<file path="src/fsw_defines.vh">
// Constants for the flash status register and write protection block
`ifndef FSW_DEFINES_VH
`define FSW_DEFINES_VH

// Clock period and timing in ns; cycle counts derived, least times rounded up
`define FSW_CLK_NS 5
`define FSW_PUW_NS 10000
`define FSW_PUW_CYC ((`FSW_PUW_NS + `FSW_CLK_NS - 1) / `FSW_CLK_NS)
`define FSW_TW_NS 5000
`define FSW_TW_CYC ((`FSW_TW_NS + `FSW_CLK_NS - 1) / `FSW_CLK_NS)

// Command bytes
`define FSW_CMD_WREN 8'h06
`define FSW_CMD_VWREN 8'h50
`define FSW_CMD_WRDI 8'h04
`define FSW_CMD_WRSR 8'h01
`define FSW_CMD_RDSR1 8'h05
`define FSW_CMD_RDSR2 8'h35
`define FSW_CMD_RDSR3 8'h15
`define FSW_CMD_SUSP 8'h75
`define FSW_CMD_RESUME 8'h7A
`define FSW_CMD_PD 8'hB9
`define FSW_CMD_RELPD 8'hAB
`define FSW_CMD_RSTEN 8'h66
`define FSW_CMD_RST 8'h99
`define FSW_CMD_PP 8'h02
`define FSW_CMD_SE 8'h20
`define FSW_CMD_BE 8'hD8
`define FSW_CMD_CE 8'hC7

// Field positions
`define FSW_S1_BUSY 0
`define FSW_S1_WEL 1
`define FSW_S1_STATUS_LOCK_LO 7
`define FSW_S2_STATUS_LOCK_HI 0
`define FSW_S2_QE 1
`define FSW_S2_LB_LO 3
`define FSW_S2_LB_HI 5
`define FSW_S2_CMP 6
`define FSW_S2_SUS 7
`define FSW_S3_WPS 2
`define FSW_S3_HFQ 4
`define FSW_S3_DRV_LO 5
`define FSW_S3_DRV_HI 6
`define FSW_S3_SHARED_PIN_FUNCTION_SEL 7

// Writable masks of protectable configuration bits
`define FSW_S1_WMASK 8'hFC
`define FSW_S2_WMASK 8'h43
`define FSW_S3_WMASK 8'hF4

// Reset values
`define FSW_S1_RESET 8'h00
`define FSW_S2_RESET 8'h00
`define FSW_S3_RESET 8'h10
`define FSW_LB_RESET 3'h0

`endif

</file>
<file path="src/fsw_status_protect.v">
// Status register configuration and write protection gating of a serial NOR flash
// Behaviour
// RULE1 - Complement bit inverts the selected protected region
// RULE2 - Two non-volatile status protect bits select method
// RULE3 - Protect bits 00: pin ignored, write when enabled
// RULE4 - Protect bits 01: pin low refuses status writes
// RULE5 - Protect bits 10: locked until power or reset
// RULE6 - Protect bits 11: status writes refused forever
// RULE7 - Busy, enable latch, suspend are read-only
// RULE8 - Write enable then status write updates non-volatile
// RULE9 - Volatile enable then status write updates volatile
// RULE10 - Security lock bits have no volatile copy
// RULE11 - Suspend sets suspend flag, resume clears it
// RULE12 - Security lock bits set once, never clear
// RULE13 - Quad enable turns protect and hold pins off
// RULE14 - Shared pin is hold or reset by select
// RULE15 - Drive field selects 50, 25, 75, 100 percent
// RULE16 - High frequency enable defaults to one
// RULE17 - Scheme select picks region bits or locks
// RULE18 - Per-block locks set to one after reset
// RULE19 - Write commands need whole bytes before deselect
// RULE20 - Power-up delay refuses all write commands
// RULE21 - Enable latch clear at power-up, before writes
// RULE22 - Deep power-down ignores all but release
// RULE23 - Busy set during writes; only status reads; code also accepts suspend while an array operation is busy
// RULE24 - Enable latch set and cleared by commands
// RULE25 - Top/bottom bit counts protect from top or bottom
// RULE26 - Protected target makes program or erase ignored
// RULE27 - Refused status write changes nothing, no busy
// RULE28 - Status reads show currently effective values
`timescale 1ns/10ps
`include "fsw_defines.vh"

module fsw_status_protect (
  // Clock and reset
  input wire i_clk,
  input wire i_reset,
  // Serial link pins
  input wire i_cs_n,
  input wire i_sclk,
  input wire i_mosi,
  input wire i_wp_n,
  output reg o_miso,
  output reg o_miso_oe_n,
  // Array engine handshake
  input wire i_target_protected,
  input wire i_array_done,
  output reg o_array_start,
  output reg [7:0] o_array_cmd,
  output reg [23:0] o_array_addr,
  output reg o_lock_init,
  // Effective status and configuration
  output reg [7:0] o_status_one,
  output reg [7:0] o_status_two,
  output reg [7:0] o_status_three,
  output reg o_busy,
  output reg o_deep_power_down,
  output reg o_complement_protect,
  output reg o_top_bottom_select,
  output reg o_protect_scheme_sel,
  output reg o_quad_enable,
  output reg o_wp_pin_active,
  output reg o_pin_is_hold,
  output reg o_pin_is_reset,
  output reg [6:0] o_drive_pct,
  output reg o_quad_high_freq_enable,
  output reg [2:0] o_secreg_lock
);

  // Full-width counts, cut on purpose to the 16-bit timers
  localparam [31:0] PUW_FULL = `FSW_PUW_CYC;
  localparam [31:0] TW_FULL = `FSW_TW_CYC;
  localparam [15:0] PUW_CYC = PUW_FULL[15:0];
  localparam [15:0] TW_CYC = TW_FULL[15:0];

  // Merges written data into the writable bits of a register
  function [7:0] merge;
    input [7:0] old;
    input [7:0] data;
    input [7:0] mask;
    begin
      merge = (old & ~mask) | (data & mask);
    end
  endfunction

  // Picks the status register a read command returns
  function [7:0] status_sel;
    input [7:0] c;
    input [7:0] s1;
    input [7:0] s2;
    input [7:0] s3;
    begin
      if (c == `FSW_CMD_RDSR2) begin
        status_sel = s2;
      end else if (c == `FSW_CMD_RDSR3) begin
        status_sel = s3;
      end else begin
        status_sel = s1;
      end
    end
  endfunction

  // Pin synchronisers and edge history
  reg cs_m, cs_s, cs_p, ck_m, ck_s, ck_p, di_m, di_s, wp_m, wp_s;
  // Frame decoding
  reg [2:0] bit_q;
  reg [2:0] byte_q;
  reg [7:0] sh_q;
  reg [7:0] cmd_q;
  reg [23:0] wd_q;
  reg [7:0] out_q;
  reg rd_q;
  // Status storage
  reg [7:0] nv1_q, nv2_q, nv3_q, vol1_q, vol2_q, vol3_q;
  reg [2:0] lb_q;
  reg wel_q, vwel_q, sus_q, dpd_q, arr_busy_q, tw_busy_q, rst_en_q, load_q;
  reg [15:0] pu_cnt_q;
  reg [15:0] tw_cnt_q;

  wire ck_rise = ck_s & ~ck_p & ~cs_s;
  wire ck_fall = ~ck_s & ck_p & ~cs_s;
  wire cs_end = cs_s & ~cs_p;
  wire byte_done = ck_rise & (bit_q == 3'h7);
  wire [7:0] byte_val = {sh_q[6:0], di_s};
  wire busy = arr_busy_q | tw_busy_q;
  wire pu_lock = (pu_cnt_q != PUW_CYC);
  wire boundary = (bit_q == 3'h0) & (byte_q != 3'h0);
  wire [1:0] srp = {vol2_q[`FSW_S2_STATUS_LOCK_HI], vol1_q[`FSW_S1_STATUS_LOCK_LO]};
  wire qe = vol2_q[`FSW_S2_QE];
  wire wp_high = wp_s | qe;
  wire sr_open = (srp == 2'b00) | ((srp == 2'b01) & wp_high);
  wire [2:0] nbytes = byte_q - 3'h1;
  wire [7:0] d1 = (nbytes == 3'h1) ? wd_q[7:0] : ((nbytes == 3'h2) ? wd_q[15:8] : wd_q[23:16]);
  wire [7:0] d2 = (nbytes == 3'h2) ? wd_q[7:0] : wd_q[15:8];
  wire [7:0] d3 = wd_q[7:0];
  wire has2 = (nbytes >= 3'h2);
  wire has3 = (nbytes >= 3'h3);
  wire is_arr = (cmd_q == `FSW_CMD_PP) | (cmd_q == `FSW_CMD_SE) | (cmd_q == `FSW_CMD_BE);
  wire arr_len_ok = is_arr ? (byte_q >= 3'h4) : (cmd_q == `FSW_CMD_CE);
  wire susp_ok = (cmd_q == `FSW_CMD_SUSP) & arr_busy_q & ~sus_q;
  wire blocked = dpd_q ? (cmd_q != `FSW_CMD_RELPD) : (busy & ~susp_ok); // [RULE22] [RULE23]

  // Effective status: volatile copy, with busy, enable latch, suspend and security lock bits taken live
  wire [7:0] eff1 = {vol1_q[7:2], wel_q, busy}; // [RULE28] [RULE7]
  wire [7:0] eff2 = {sus_q, vol2_q[`FSW_S2_CMP], lb_q, 1'b0, vol2_q[1:0]};
  wire [7:0] eff3 = vol3_q & `FSW_S3_WMASK;

  // Two flip-flop synchronisers on every pin
  always @(posedge i_clk or posedge i_reset) begin
    if (i_reset) begin
      {cs_m, cs_s, cs_p} <= 3'h7;
      {ck_m, ck_s, ck_p} <= 3'h0;
      {di_m, di_s, wp_m, wp_s} <= 4'h0;
    end else begin
      cs_m <= i_cs_n;
      cs_s <= cs_m;
      cs_p <= cs_s;
      ck_m <= i_sclk;
      ck_s <= ck_m;
      ck_p <= ck_s;
      di_m <= i_mosi;
      di_s <= di_m;
      wp_m <= i_wp_n;
      wp_s <= wp_m;
    end
  end

  // Byte assembly, command capture and status read-out
  always @(posedge i_clk or posedge i_reset) begin
    if (i_reset) begin
      bit_q <= 3'h0;
      byte_q <= 3'h0;
      sh_q <= 8'h00;
      cmd_q <= 8'h00;
      wd_q <= 24'h000000;
      out_q <= 8'h00;
      rd_q <= 1'b0;
      o_miso <= 1'b0;
      o_miso_oe_n <= 1'b1;
    end else begin
      o_miso_oe_n <= ~rd_q;
      if (cs_s) begin
        bit_q <= 3'h0;
        byte_q <= 3'h0;
        rd_q <= 1'b0;
      end else if (ck_rise) begin
        sh_q <= byte_val;
        bit_q <= bit_q + 3'h1;
        if (bit_q == 3'h7) begin
          if (byte_q != 3'h7) begin
            byte_q <= byte_q + 3'h1;
          end
          if (byte_q == 3'h0) begin
            cmd_q <= byte_val;
            rd_q <= ~dpd_q & ((byte_val == `FSW_CMD_RDSR1) | (byte_val == `FSW_CMD_RDSR2)
                    | (byte_val == `FSW_CMD_RDSR3));
            out_q <= status_sel(byte_val, eff1, eff2, eff3);
          end else begin
            if (byte_q <= 3'h3) begin
              wd_q <= {wd_q[15:0], byte_val};
            end
            out_q <= status_sel(cmd_q, eff1, eff2, eff3);
          end
        end
      end else if (ck_fall & rd_q) begin
        o_miso <= out_q[7];
        out_q <= {out_q[6:0], out_q[7]};
      end
    end
  end

  // Command execution at deselect, status storage and timers
  always @(posedge i_clk or posedge i_reset) begin
    if (i_reset) begin
      nv1_q <= `FSW_S1_RESET;
      nv2_q <= `FSW_S2_RESET;
      nv3_q <= `FSW_S3_RESET; // [RULE16]
      vol1_q <= `FSW_S1_RESET;
      vol2_q <= `FSW_S2_RESET; // [RULE1] [RULE25]
      vol3_q <= `FSW_S3_RESET;
      lb_q <= `FSW_LB_RESET;
      wel_q <= 1'b0; // [RULE21]
      vwel_q <= 1'b0;
      sus_q <= 1'b0;
      dpd_q <= 1'b0;
      arr_busy_q <= 1'b0;
      tw_busy_q <= 1'b0;
      rst_en_q <= 1'b0;
      load_q <= 1'b1;
      pu_cnt_q <= 16'h0000;
      tw_cnt_q <= 16'h0000;
      o_array_start <= 1'b0;
      o_array_cmd <= 8'h00;
      o_array_addr <= 24'h000000;
      o_lock_init <= 1'b0;
    end else begin
      o_array_start <= 1'b0;
      o_lock_init <= load_q; // [RULE18]
      load_q <= 1'b0;
      if (pu_lock) begin
        pu_cnt_q <= pu_cnt_q + 16'h0001; // [RULE20]
      end
      if (tw_busy_q) begin
        tw_cnt_q <= tw_cnt_q + 16'h0001;
        if (tw_cnt_q == TW_CYC - 16'h0001) begin
          tw_busy_q <= 1'b0;
        end
      end
      if (arr_busy_q & i_array_done) begin
        arr_busy_q <= 1'b0;
      end
      // Copy stored bits to effective ones; lock-down state does not survive
      if (load_q) begin
        vol1_q <= nv1_q & ~((nv2_q[`FSW_S2_STATUS_LOCK_HI] & ~nv1_q[`FSW_S1_STATUS_LOCK_LO]) ? 8'h80 : 8'h00); // [RULE5]
        vol2_q <= nv2_q & ~((nv2_q[`FSW_S2_STATUS_LOCK_HI] & ~nv1_q[`FSW_S1_STATUS_LOCK_LO]) ? 8'h01 : 8'h00);
        vol3_q <= nv3_q;
        wel_q <= 1'b0;
        vwel_q <= 1'b0;
        dpd_q <= 1'b0;
      end else if (cs_end) begin
        rst_en_q <= 1'b0;
        if (boundary & ~blocked) begin // [RULE19]
          case (cmd_q)
            `FSW_CMD_WREN: begin
              if (~pu_lock) begin
                wel_q <= 1'b1; // [RULE24]
                vwel_q <= 1'b0;
              end
            end
            `FSW_CMD_VWREN: begin
              if (~pu_lock) begin
                vwel_q <= 1'b1;
              end
            end
            `FSW_CMD_WRDI: begin
              wel_q <= 1'b0; // [RULE24]
              vwel_q <= 1'b0;
            end
            `FSW_CMD_WRSR: begin
              // Refused writes leave every bit alone and never raise busy
              if (~pu_lock & (wel_q | vwel_q) & (byte_q >= 3'h2) & sr_open) begin // [RULE3] [RULE4] [RULE6] [RULE27]
                vol1_q <= merge(vol1_q, d1, `FSW_S1_WMASK); // [RULE9]
                if (has2) begin
                  vol2_q <= merge(vol2_q, d2, `FSW_S2_WMASK);
                end
                if (has3) begin
                  vol3_q <= merge(vol3_q, d3, `FSW_S3_WMASK);
                end
                if (wel_q) begin
                  nv1_q <= merge(nv1_q, d1, `FSW_S1_WMASK); // [RULE8] [RULE2]
                  if (has2) begin
                    nv2_q <= merge(nv2_q, d2, `FSW_S2_WMASK);
                    lb_q <= lb_q | d2[`FSW_S2_LB_HI:`FSW_S2_LB_LO]; // [RULE12] [RULE10]
                  end
                  if (has3) begin
                    nv3_q <= merge(nv3_q, d3, `FSW_S3_WMASK);
                  end
                  tw_busy_q <= 1'b1; // [RULE23]
                  tw_cnt_q <= 16'h0000;
                end
                wel_q <= 1'b0; // [RULE21]
                vwel_q <= 1'b0;
              end
            end
            `FSW_CMD_SUSP: begin
              if (susp_ok) begin
                sus_q <= 1'b1; // [RULE11]
                arr_busy_q <= 1'b0;
              end
            end
            `FSW_CMD_RESUME: begin
              if (sus_q) begin
                sus_q <= 1'b0; // [RULE11]
                arr_busy_q <= 1'b1;
              end
            end
            `FSW_CMD_PD: begin
              dpd_q <= 1'b1;
            end
            `FSW_CMD_RELPD: begin
              dpd_q <= 1'b0; // [RULE22]
            end
            `FSW_CMD_RSTEN: begin
              rst_en_q <= 1'b1;
            end
            `FSW_CMD_RST: begin
              if (rst_en_q) begin
                load_q <= 1'b1; // [RULE5]
              end
            end
            `FSW_CMD_PP, `FSW_CMD_SE, `FSW_CMD_BE, `FSW_CMD_CE: begin
              if (wel_q & ~pu_lock & arr_len_ok & ~sus_q & ~i_target_protected) begin // [RULE26]
                o_array_start <= 1'b1;
                o_array_cmd <= cmd_q;
                o_array_addr <= wd_q;
                arr_busy_q <= 1'b1; // [RULE23]
                wel_q <= 1'b0; // [RULE21] [RULE24]
              end
            end
            default: begin
              rst_en_q <= 1'b0;
            end
          endcase
        end
      end
    end
  end

  // Registered status and pin-function outputs
  always @(posedge i_clk or posedge i_reset) begin
    if (i_reset) begin
      o_status_one <= `FSW_S1_RESET;
      o_status_two <= `FSW_S2_RESET;
      o_status_three <= `FSW_S3_RESET;
      o_busy <= 1'b0;
      o_deep_power_down <= 1'b0;
      o_complement_protect <= 1'b0;
      o_top_bottom_select <= 1'b0;
      o_protect_scheme_sel <= 1'b0;
      o_quad_enable <= 1'b0;
      o_wp_pin_active <= 1'b1;
      o_pin_is_hold <= 1'b1;
      o_pin_is_reset <= 1'b0;
      o_drive_pct <= 7'd50;
      o_quad_high_freq_enable <= 1'b1;
      o_secreg_lock <= `FSW_LB_RESET;
    end else begin
      o_status_one <= eff1;
      o_status_two <= eff2;
      o_status_three <= eff3;
      o_busy <= busy;
      o_deep_power_down <= dpd_q;
      o_complement_protect <= vol2_q[`FSW_S2_CMP]; // [RULE1]
      o_top_bottom_select <= vol1_q[5]; // [RULE25]
      o_protect_scheme_sel <= vol3_q[`FSW_S3_WPS]; // [RULE17]
      o_quad_enable <= qe;
      o_wp_pin_active <= ~qe; // [RULE13]
      o_pin_is_hold <= ~qe & ~vol3_q[`FSW_S3_SHARED_PIN_FUNCTION_SEL]; // [RULE14]
      o_pin_is_reset <= ~qe & vol3_q[`FSW_S3_SHARED_PIN_FUNCTION_SEL];
      case (vol3_q[`FSW_S3_DRV_HI:`FSW_S3_DRV_LO]) // [RULE15]
        2'b00: o_drive_pct <= 7'd50;
        2'b01: o_drive_pct <= 7'd25;
        2'b10: o_drive_pct <= 7'd75;
        default: o_drive_pct <= 7'd100;
      endcase
      o_quad_high_freq_enable <= vol3_q[`FSW_S3_HFQ]; // [RULE16]
      o_secreg_lock <= lb_q; // [RULE12]
    end
  end

endmodule // fsw_status_protect

</file>
<file path="config.mk">
export PLATFORM = sky130hd
export DESIGN_NAME = fsw_status_protect
export DESIGN_NICKNAME = d
export VERILOG_FILES = /design/src/fsw_status_protect.v
export VERILOG_INCLUDE_DIRS = /design/src
export SDC_FILE = /design/constraint.sdc
export NUM_CORES = 1
export LEC_CHECK = 0
export BUFFER_PORTS_ARGS = -buffer_cell sky130_fd_sc_hd__buf_2
export CORE_MARGIN = 5
export CORE_UTILIZATION = 50
export DETAILED_ROUTE_END_ITERATION = 10
export PLACE_DENSITY = 0.71
export SETUP_SLACK_MARGIN = 0.3
export SLEW_MARGIN = 10
export SYNTH_ARGS = -nofsm -noshare
export SYNTH_HDL_FRONTEND = slang
export SYNTH_SLANG_ARGS = --single-unit
export TNS_END_PERCENT = 100
</file>
<file path="constraint.sdc">
create_clock -name i_clk -period 6.2 [get_ports i_clk]
set_clock_uncertainty 0.15 [all_clocks]
set_input_delay 0 -clock i_clk [delete_from_list [all_inputs] [get_ports i_clk]]
set_output_delay 0 -clock i_clk [all_outputs]
set_load 0.03 [all_outputs]
</file>
==> reports/metrics.yaml, run 1 <==
yosys:
  yosysUniqueCellTypes: 61
  mappedNetlistArea_sq_mm: 0.00899
  synthCells: 749
  synth_common_cells: "dfrtp_1 (188), nand2_1 (57), nor2_1 (53)"
  synth-main-ff-cell: "dfrtp_1"
  synth_top_area_share: 0.523
  ys_seq_area_frac: 0.561
  synth_most_common_cell: "dfrtp_1"
  synth_warnings: 0
  yosysTopAreaCell: "dfrtp_1"
  synth_edf_count: 0
  synth.avg_cell_area_sq_um: 12.0
  async_flop_share: 1.00
  synth_seq_cells: 201
  synthTopCellsByArea: "dfrtp_1 (52%), mux2_2 (6.5%), mux2_4 (4.8%)"
detailed_routing:
  firstDrtPassIters: 5
  routedWlPerCell_um: 17.4
  wl_mm: 18.5
  detail_route.iter0.violations: 265
  wl_met3_um: 853
  maxUsedRoutingLayer: "met4"
  via_count: 5768
  drc: 0
  postRouteAntennaNets: 0
  wl_met2_mm: 8.66
  wl_met1_mm: 8.66
  viasPerCell: 5.42
flow_run:
  maxCapViolCount: 0
worst_setup_path:
  worstPathArrival_ns: 4.14
  cp_slowest_cell: "or3_2"
  end_kind: "register"
  cp-start-kind: "register"
  setup.worst_path.class: "register to register"
  critPathMaxFanout: 33
  cp.required_ns: 6.42
  worstPathCellList: "nand4bb_1, o21ai_0, nand4b_1, or3_1, or3_2, mux2_4"
  crit_path_max_incr_delay_ns: 0.95
placement:
  io_buffers: 83
  placedInstanceArea_sq_mm: 0.00945
  dp_cells: 1017
  place_hpwl_mm: 12.4
  place.gp.congestion: 0.857
global_route:
  grt_remaining_overflow: 0
  grtUsageTotal: 0.186
  grt_pass1_wl_mm: 31.0
  grt_max_degree: 125
  antenna_found_initial: 0
  grt_pass1_vias: 5773
timing:
  rsz0062_at_grt: "false"
  setup_viol: 0
  fin_crit_sh: 0.632
  drv_slew: 0
  worst_pin_slew_ns: 1.16
  tns_ns: 0
  hold_violations: 0
  slew-limit-headroom: 0.230
  finalHoldWorstSlack_ns: 0.0256
  fmax_ghz: 0.255
  fin_crit_ns: 3.92
floorplanning:
  die_area_sq_mm: 0.0208
  core_area_sq_mm: 0.0178
  ios: 88
  start_util: 0.504
  fp.dieW_um: 144
  rows: 49
  die_h_um: 144
clocking:
  clkSinkCount: 201
  clock_path_buffers: 3
  cts_setup_buffers: 0
  cts_tree: "done"
  cts-buffers-inserted: 21
  cts_resized: 0
  h-tree-depth: 1
  cts-root-buf: "clkbuf_16"
  path_clk_slew_ns: 0.06
  clk_latency_ns: 0.50
layout:
  final_cell_count_no_fill: 1064
  postLayoutCellArea_sq_mm: 0.0103
  fin_nets: 845
  syn_to_final_growth_pct: 14.5
  antennaDiodeCount: 0
  drive_gt1_frac: 0.279
pwr:
  ir_drop_uv: 231
  cellPowerDensity_mw_per_mm2: 264
  total_power_mw: 2.72
  leakagePower_nw: 5.07
outcome:
  status: "completed"
worst_hold_path:
  hp-class: "input pin to register"
sequential cells by signal (all words and copies together), names as in the netlist, 7 cells and up:
register and cells:
wd_q 24, cmd_q 8, o_array_cmd 8, tw_cnt_q 16
sh_q 7, out_q 8, o_status_one 8, o_array_addr 24
pu_cnt_q 16
where the power goes:
group | internal [mW] | switching [mW]
clock network | 0.800 | 0.511
logic | 0.0171 | 0.0434
registers | 1.33 | 0.0227
area by class of cell:
type | count | area, sq um
clock inverter | 8 | 101
tap | 229 | 287
multi-input combinational | 475 | 3580
inverter | 26 | 105
sequential | 201 | 5050
timing repair buffer | 96 | 538
fill | 1440 | 7550
clock buffer | 29 | 636
what timing repair did:
action                                  in CTS  in global routing
endpoints found under the hold margin      123                  0
hold buffers                                10                  0
endpoints found under the setup margin       0                  0
metal layers:
| metal | up-vias | global-route usage |
|---|---|---|
| li1 | 2745 | - |
| met5 | - | 0 |
| met4 | 0 | 0.0471 |
| met1 | 2861 | 0.272 |
| met2 | 133 | 0.292 |
| met3 | 29 | 0.0288 |
per-stage QoR:
step,utilization,setup slack [ns]
4_1_cts,0.577,2.31
3_5_place_dp,0.530,2.34
2_1_floorplan,-,0.589
3_3_place_gp,0.530,2.40
5_1_grt,0.577,2.06
6_report,0.577,2.28
layout by cell type (no fill, tap or decap), types with 10 or more instances in the layout:
cell type,Yosys,final
inv_1,26,25
buf_2,0,83
o21ai_0,41,41
clkbuf_16,0,21
a21oi_1,18,18
mux2i_1,29,29
ha_1,16,16
dlygate4sd3_1,0,10
nor2_1,53,53
mux2_2,52,52
dfstp_2,13,13
nand2_1,57,57
nand3_1,20,20
xnor2_1,21,21
dfrtp_1,188,188
mux2_4,29,29
xor2_1,14,14
kinds of logic (layout without fill, tap and decap cells):
| group | after synthesis | after routing | share of synthesized area |
|---|---|---|---|
| mux | 110 | 110 | 0.146 |
| compound gates | 99 | 99 | 0.0683 |
| other cells | 1 | 4 | 0.000417 |
| flops | 201 | 201 | 0.561 |
| simple gates | 211 | 211 | 0.124 |
| buf+inv | 76 | 159 | 0.0438 |
| xor+xnor | 35 | 35 | 0.0341 |
| fa+ha+maj | 16 | 16 | 0.0223 |
worst max-delay path: cells and delay by family (launching register included):
family | cells | cell delay, ns
AND/OR/NAND/NOR | 4 | 2.39
multiplexers | 1 | 0.47
AO/OA/AOI/OAI | 1 | 0.23
flip-flops | 1 | 0.52
final timing paths:
kind,end,cells after the start,startpoint,slack [ns]
min in group asynchronous,o_status_one[5],3,i_reset,0.09
min,wp_m,2,i_wp_n,0.03
max reg2reg,o_array_addr[5],6,cmd_q[2],2.28
max,o_array_addr[5],6,cmd_q[2],2.28
min reg2reg,cs_s,0,cs_m,0.21
max in group asynchronous,o_array_addr[5],4,i_reset,4.31
(Power assumes the default switching activity.)
==> run 2: changes to the inputs <==
--- a/config.mk
+++ b/config.mk
@@ -10,7 +10,7 @@
 export CORE_MARGIN = 5
 export CORE_UTILIZATION = 50
 export DETAILED_ROUTE_END_ITERATION = 10
-export PLACE_DENSITY = 0.71
+export PLACE_DENSITY = 0.74
 export SETUP_SLACK_MARGIN = 0.3
 export SLEW_MARGIN = 10
 export SYNTH_ARGS = -nofsm -noshare
==> constraint.sdc (replaced) <==
create_clock -name i_clk -period 3.5 [get_ports i_clk]
set_clock_uncertainty 0.15 [all_clocks]
set_input_delay 0 -clock i_clk [delete_from_list [all_inputs] [get_ports i_clk]]
set_output_delay 0 -clock i_clk [all_outputs]
set_load 0.03 [all_outputs]
==> run 2 against run 1 <==
  * Via count rose by 3.3%
  * Sequential cell count did not move
  * Cell count rose by 2.8%
  * Register-to-register slack got worse by 2.0 ns
  * Clock-buffer cell count rose by 4
  * Maximum frequency rose by 22%
  * Setup slack got worse by 2.0 ns
  * Non-clock buffer count rose by 27
  * Utilization rose by 1.5 points
  * Worst hold slack improved by 0.040 ns
  * Die area did not move
  * Largest cell class unchanged
  * Highest routed layer unchanged
==> reports/metrics.yaml, run 2 (synthesis gave the netlist of run 1 again) <==
flow_run:
  maxCapViolCount: 0
layout:
  top_regs: "o_array_addr: 24 flops, wd_q: 24 flops"
  postLayoutCellArea_sq_mm: 0.0106
  syn_to_final_growth_pct: 17.5
  antennaDiodeCount: 0
  fill_cells: 1445
  drive_gt1_frac: 0.296
  most-common-layout-cells: "dfrtp_1 (188), buf_2 (83), nand2_1 (57)"
  final_common_cell: "dfrtp_1"
  fin_nets: 873
global_route:
  grt_pass1_wl_mm: 31.8
  grtUsageTotal: 0.191
  grt_pass1_vias: 5989
  grt_max_degree: 68
  grt_remaining_overflow: 0
  antenna_found_initial: 0
clocking:
  path_clk_slew_ns: 0.06
  clock_path_buffers: 3
  clk_latency_ns: 0.51
  clkSinkCount: 201
  cts_tree: "done"
  h-tree-depth: 1
  cts-root-buf: "clkbuf_16"
  cts-buffers-inserted: 22
floorplanning:
  start_util: 0.504
  rows: 49
  die_area_sq_mm: 0.0208
  fp.dieW_um: 144
  die_h_um: 144
  core_area_sq_mm: 0.0178
  ios: 88
timing:
  setup_viol: 0
  slew-limit-headroom: 0.420
  fmax_ghz: 0.310
  fin_crit_sh: 0.920
  rsz0062_at_grt: "true"
  hold_violations: 0
  worst_pin_slew_ns: 0.868
  drv_slew: 0
  tns_ns: 0
  fin_crit_ns: 3.22
pwr:
  p_sw_frac: 0.213
  ir_drop_uv: 348
  cellPowerDensity_mw_per_mm2: 454
  clock_power_share: 0.477
  leakagePower_nw: 5.23
  p_sw_mw: 1.02
  p_int_mw: 3.77
  total_power_mw: 4.79
  pwr-share-comb: 0.024
  seq_power_share: 0.499
detailed_routing:
  wl_mm: 19.7
  viasPerCell: 5.44
  routedWlPerCell_um: 18.0
  detail_route.iter0.violations: 438
  firstDrtPassIters: 5
  via_count: 5956
  drc: 0
  postRouteAntennaNets: 0
placement:
  place.gp.congestion: 0.809
  io_buffers: 83
  placedInstanceArea_sq_mm: 0.00964
  place_hpwl_mm: 12.9
worst_setup_path:
  cp-start-kind: "register"
  cp_slowest_cell: "or4b_4"
  critPathMaxFanout: 17
  cp.required_ns: 3.74
  crit_path_max_incr_delay_ns: 0.51
  setup.worst_path.class: "register to register"
  worstPathCellList: "inv_1, ha_1, or4b_4, or4_4, or4b_4, or3_4, buf_12, mux2_4"
  end_kind: "register"
  worstPathArrival_ns: 3.46
  cpMostUsedCell: "or4b_4"
outcome:
  status: "completed"
worst_hold_path:
  hp-class: "input pin to async pin"
run 2: cell count changes in the layout (fill, tap and decap cells not counted), sizes merged:
cell	before	now
buf	86	111
clkbuf	29	34
clkinvlp	3	1
clkinv	3	4
dlygate4sd3	10	11
run 2: through the flow:
| step | setup WS, ns | std cells | util | hold WS (ns) |
|---|---|---|---|---|
| floorplan | 0.309 | 752 | - | -0.146 |
| global placement | 0.192 | 1037 | 0.540 | -0.0445 |
| detailed placement | 0.145 | 1037 | 0.540 | -0.0424 |
| CTS | 0.308 | 1091 | 0.590 | 0.0795 |
| global route | 0.214 | 1094 | 0.592 | 0.150 |
| finish | 0.278 | 1094 | 0.592 | 0.0659 |
run 2: path summary, 6_finish.rpt:
| kind | from | end | slack [ns] | cells past startpoint |
|---|---|---|---|---|
| hold / removal | i_reset | vol1_q[3] | 0.07 | 3 |
| setup / recovery | pu_cnt_q[1] | o_array_addr[22] | 0.28 | 8 |
| min in group i_clk | di_m | di_s | 0.20 | 0 |
| hold reg to reg | di_m | di_s | 0.20 | 0 |
| max in group asynchronous | i_reset | pu_cnt_q[8] | 2.21 | 4 |
| setup reg to reg | pu_cnt_q[1] | o_array_addr[22] | 0.28 | 8 |
run 2: critical path: cells and delay by family, from the launching register on:
family                     cells  cell delay (ns)
adders and majority gates      1             0.13
buffers and inverters          2             0.27
DFF                            1             0.40
muxes                          1             0.32
and+or+nand+nor                4             1.81
run 2: what timing repair did:
action,in CTS,in global routing
setup endpoints to repair,32,33
hold endpoints to repair,43,0
gates cloned,1,1
pin swaps,1,0
resized for setup,3,2
buffers inserted,2,2
hold buffers,11,0
run 2: routing by layer:
metal  up-vias  part of all wire  GRT usage
li1       2800                 -          -
met5         -                 0          0
met4         0             0.017     0.0451
met3        29             0.039     0.0265
met2       120              0.48      0.313
met1      3007              0.46      0.272
run 2: cell type report:
class | count | area [sq um] | share of cell area
Clock buffer | 33 | 622 | 0.0589
Clock inverter | 7 | 100 | 0.00948
Inverter | 26 | 101 | 0.00959
Multi-Input combinational cell | 475 | 3590 | 0.340
Sequential cell | 201 | 5050 | 0.478
Tap cell | 229 | 287 | 0.0271
Timing Repair Buffer | 123 | 818 | 0.0775
run 2: power by group through the flow:
| stage | clock [mW] | combinational, mW | sequential, mW |
|---|---|---|---|
| floorplan | 0 | 0.0857 | 2.41 |
| global placement | 0 | 0.105 | 2.43 |
| detailed placement | 0 | 0.106 | 2.43 |
| CTS | 2.35 | 0.117 | 2.39 |
| global route | 2.46 | 0.132 | 2.39 |
| finish | 2.29 | 0.114 | 2.39 |
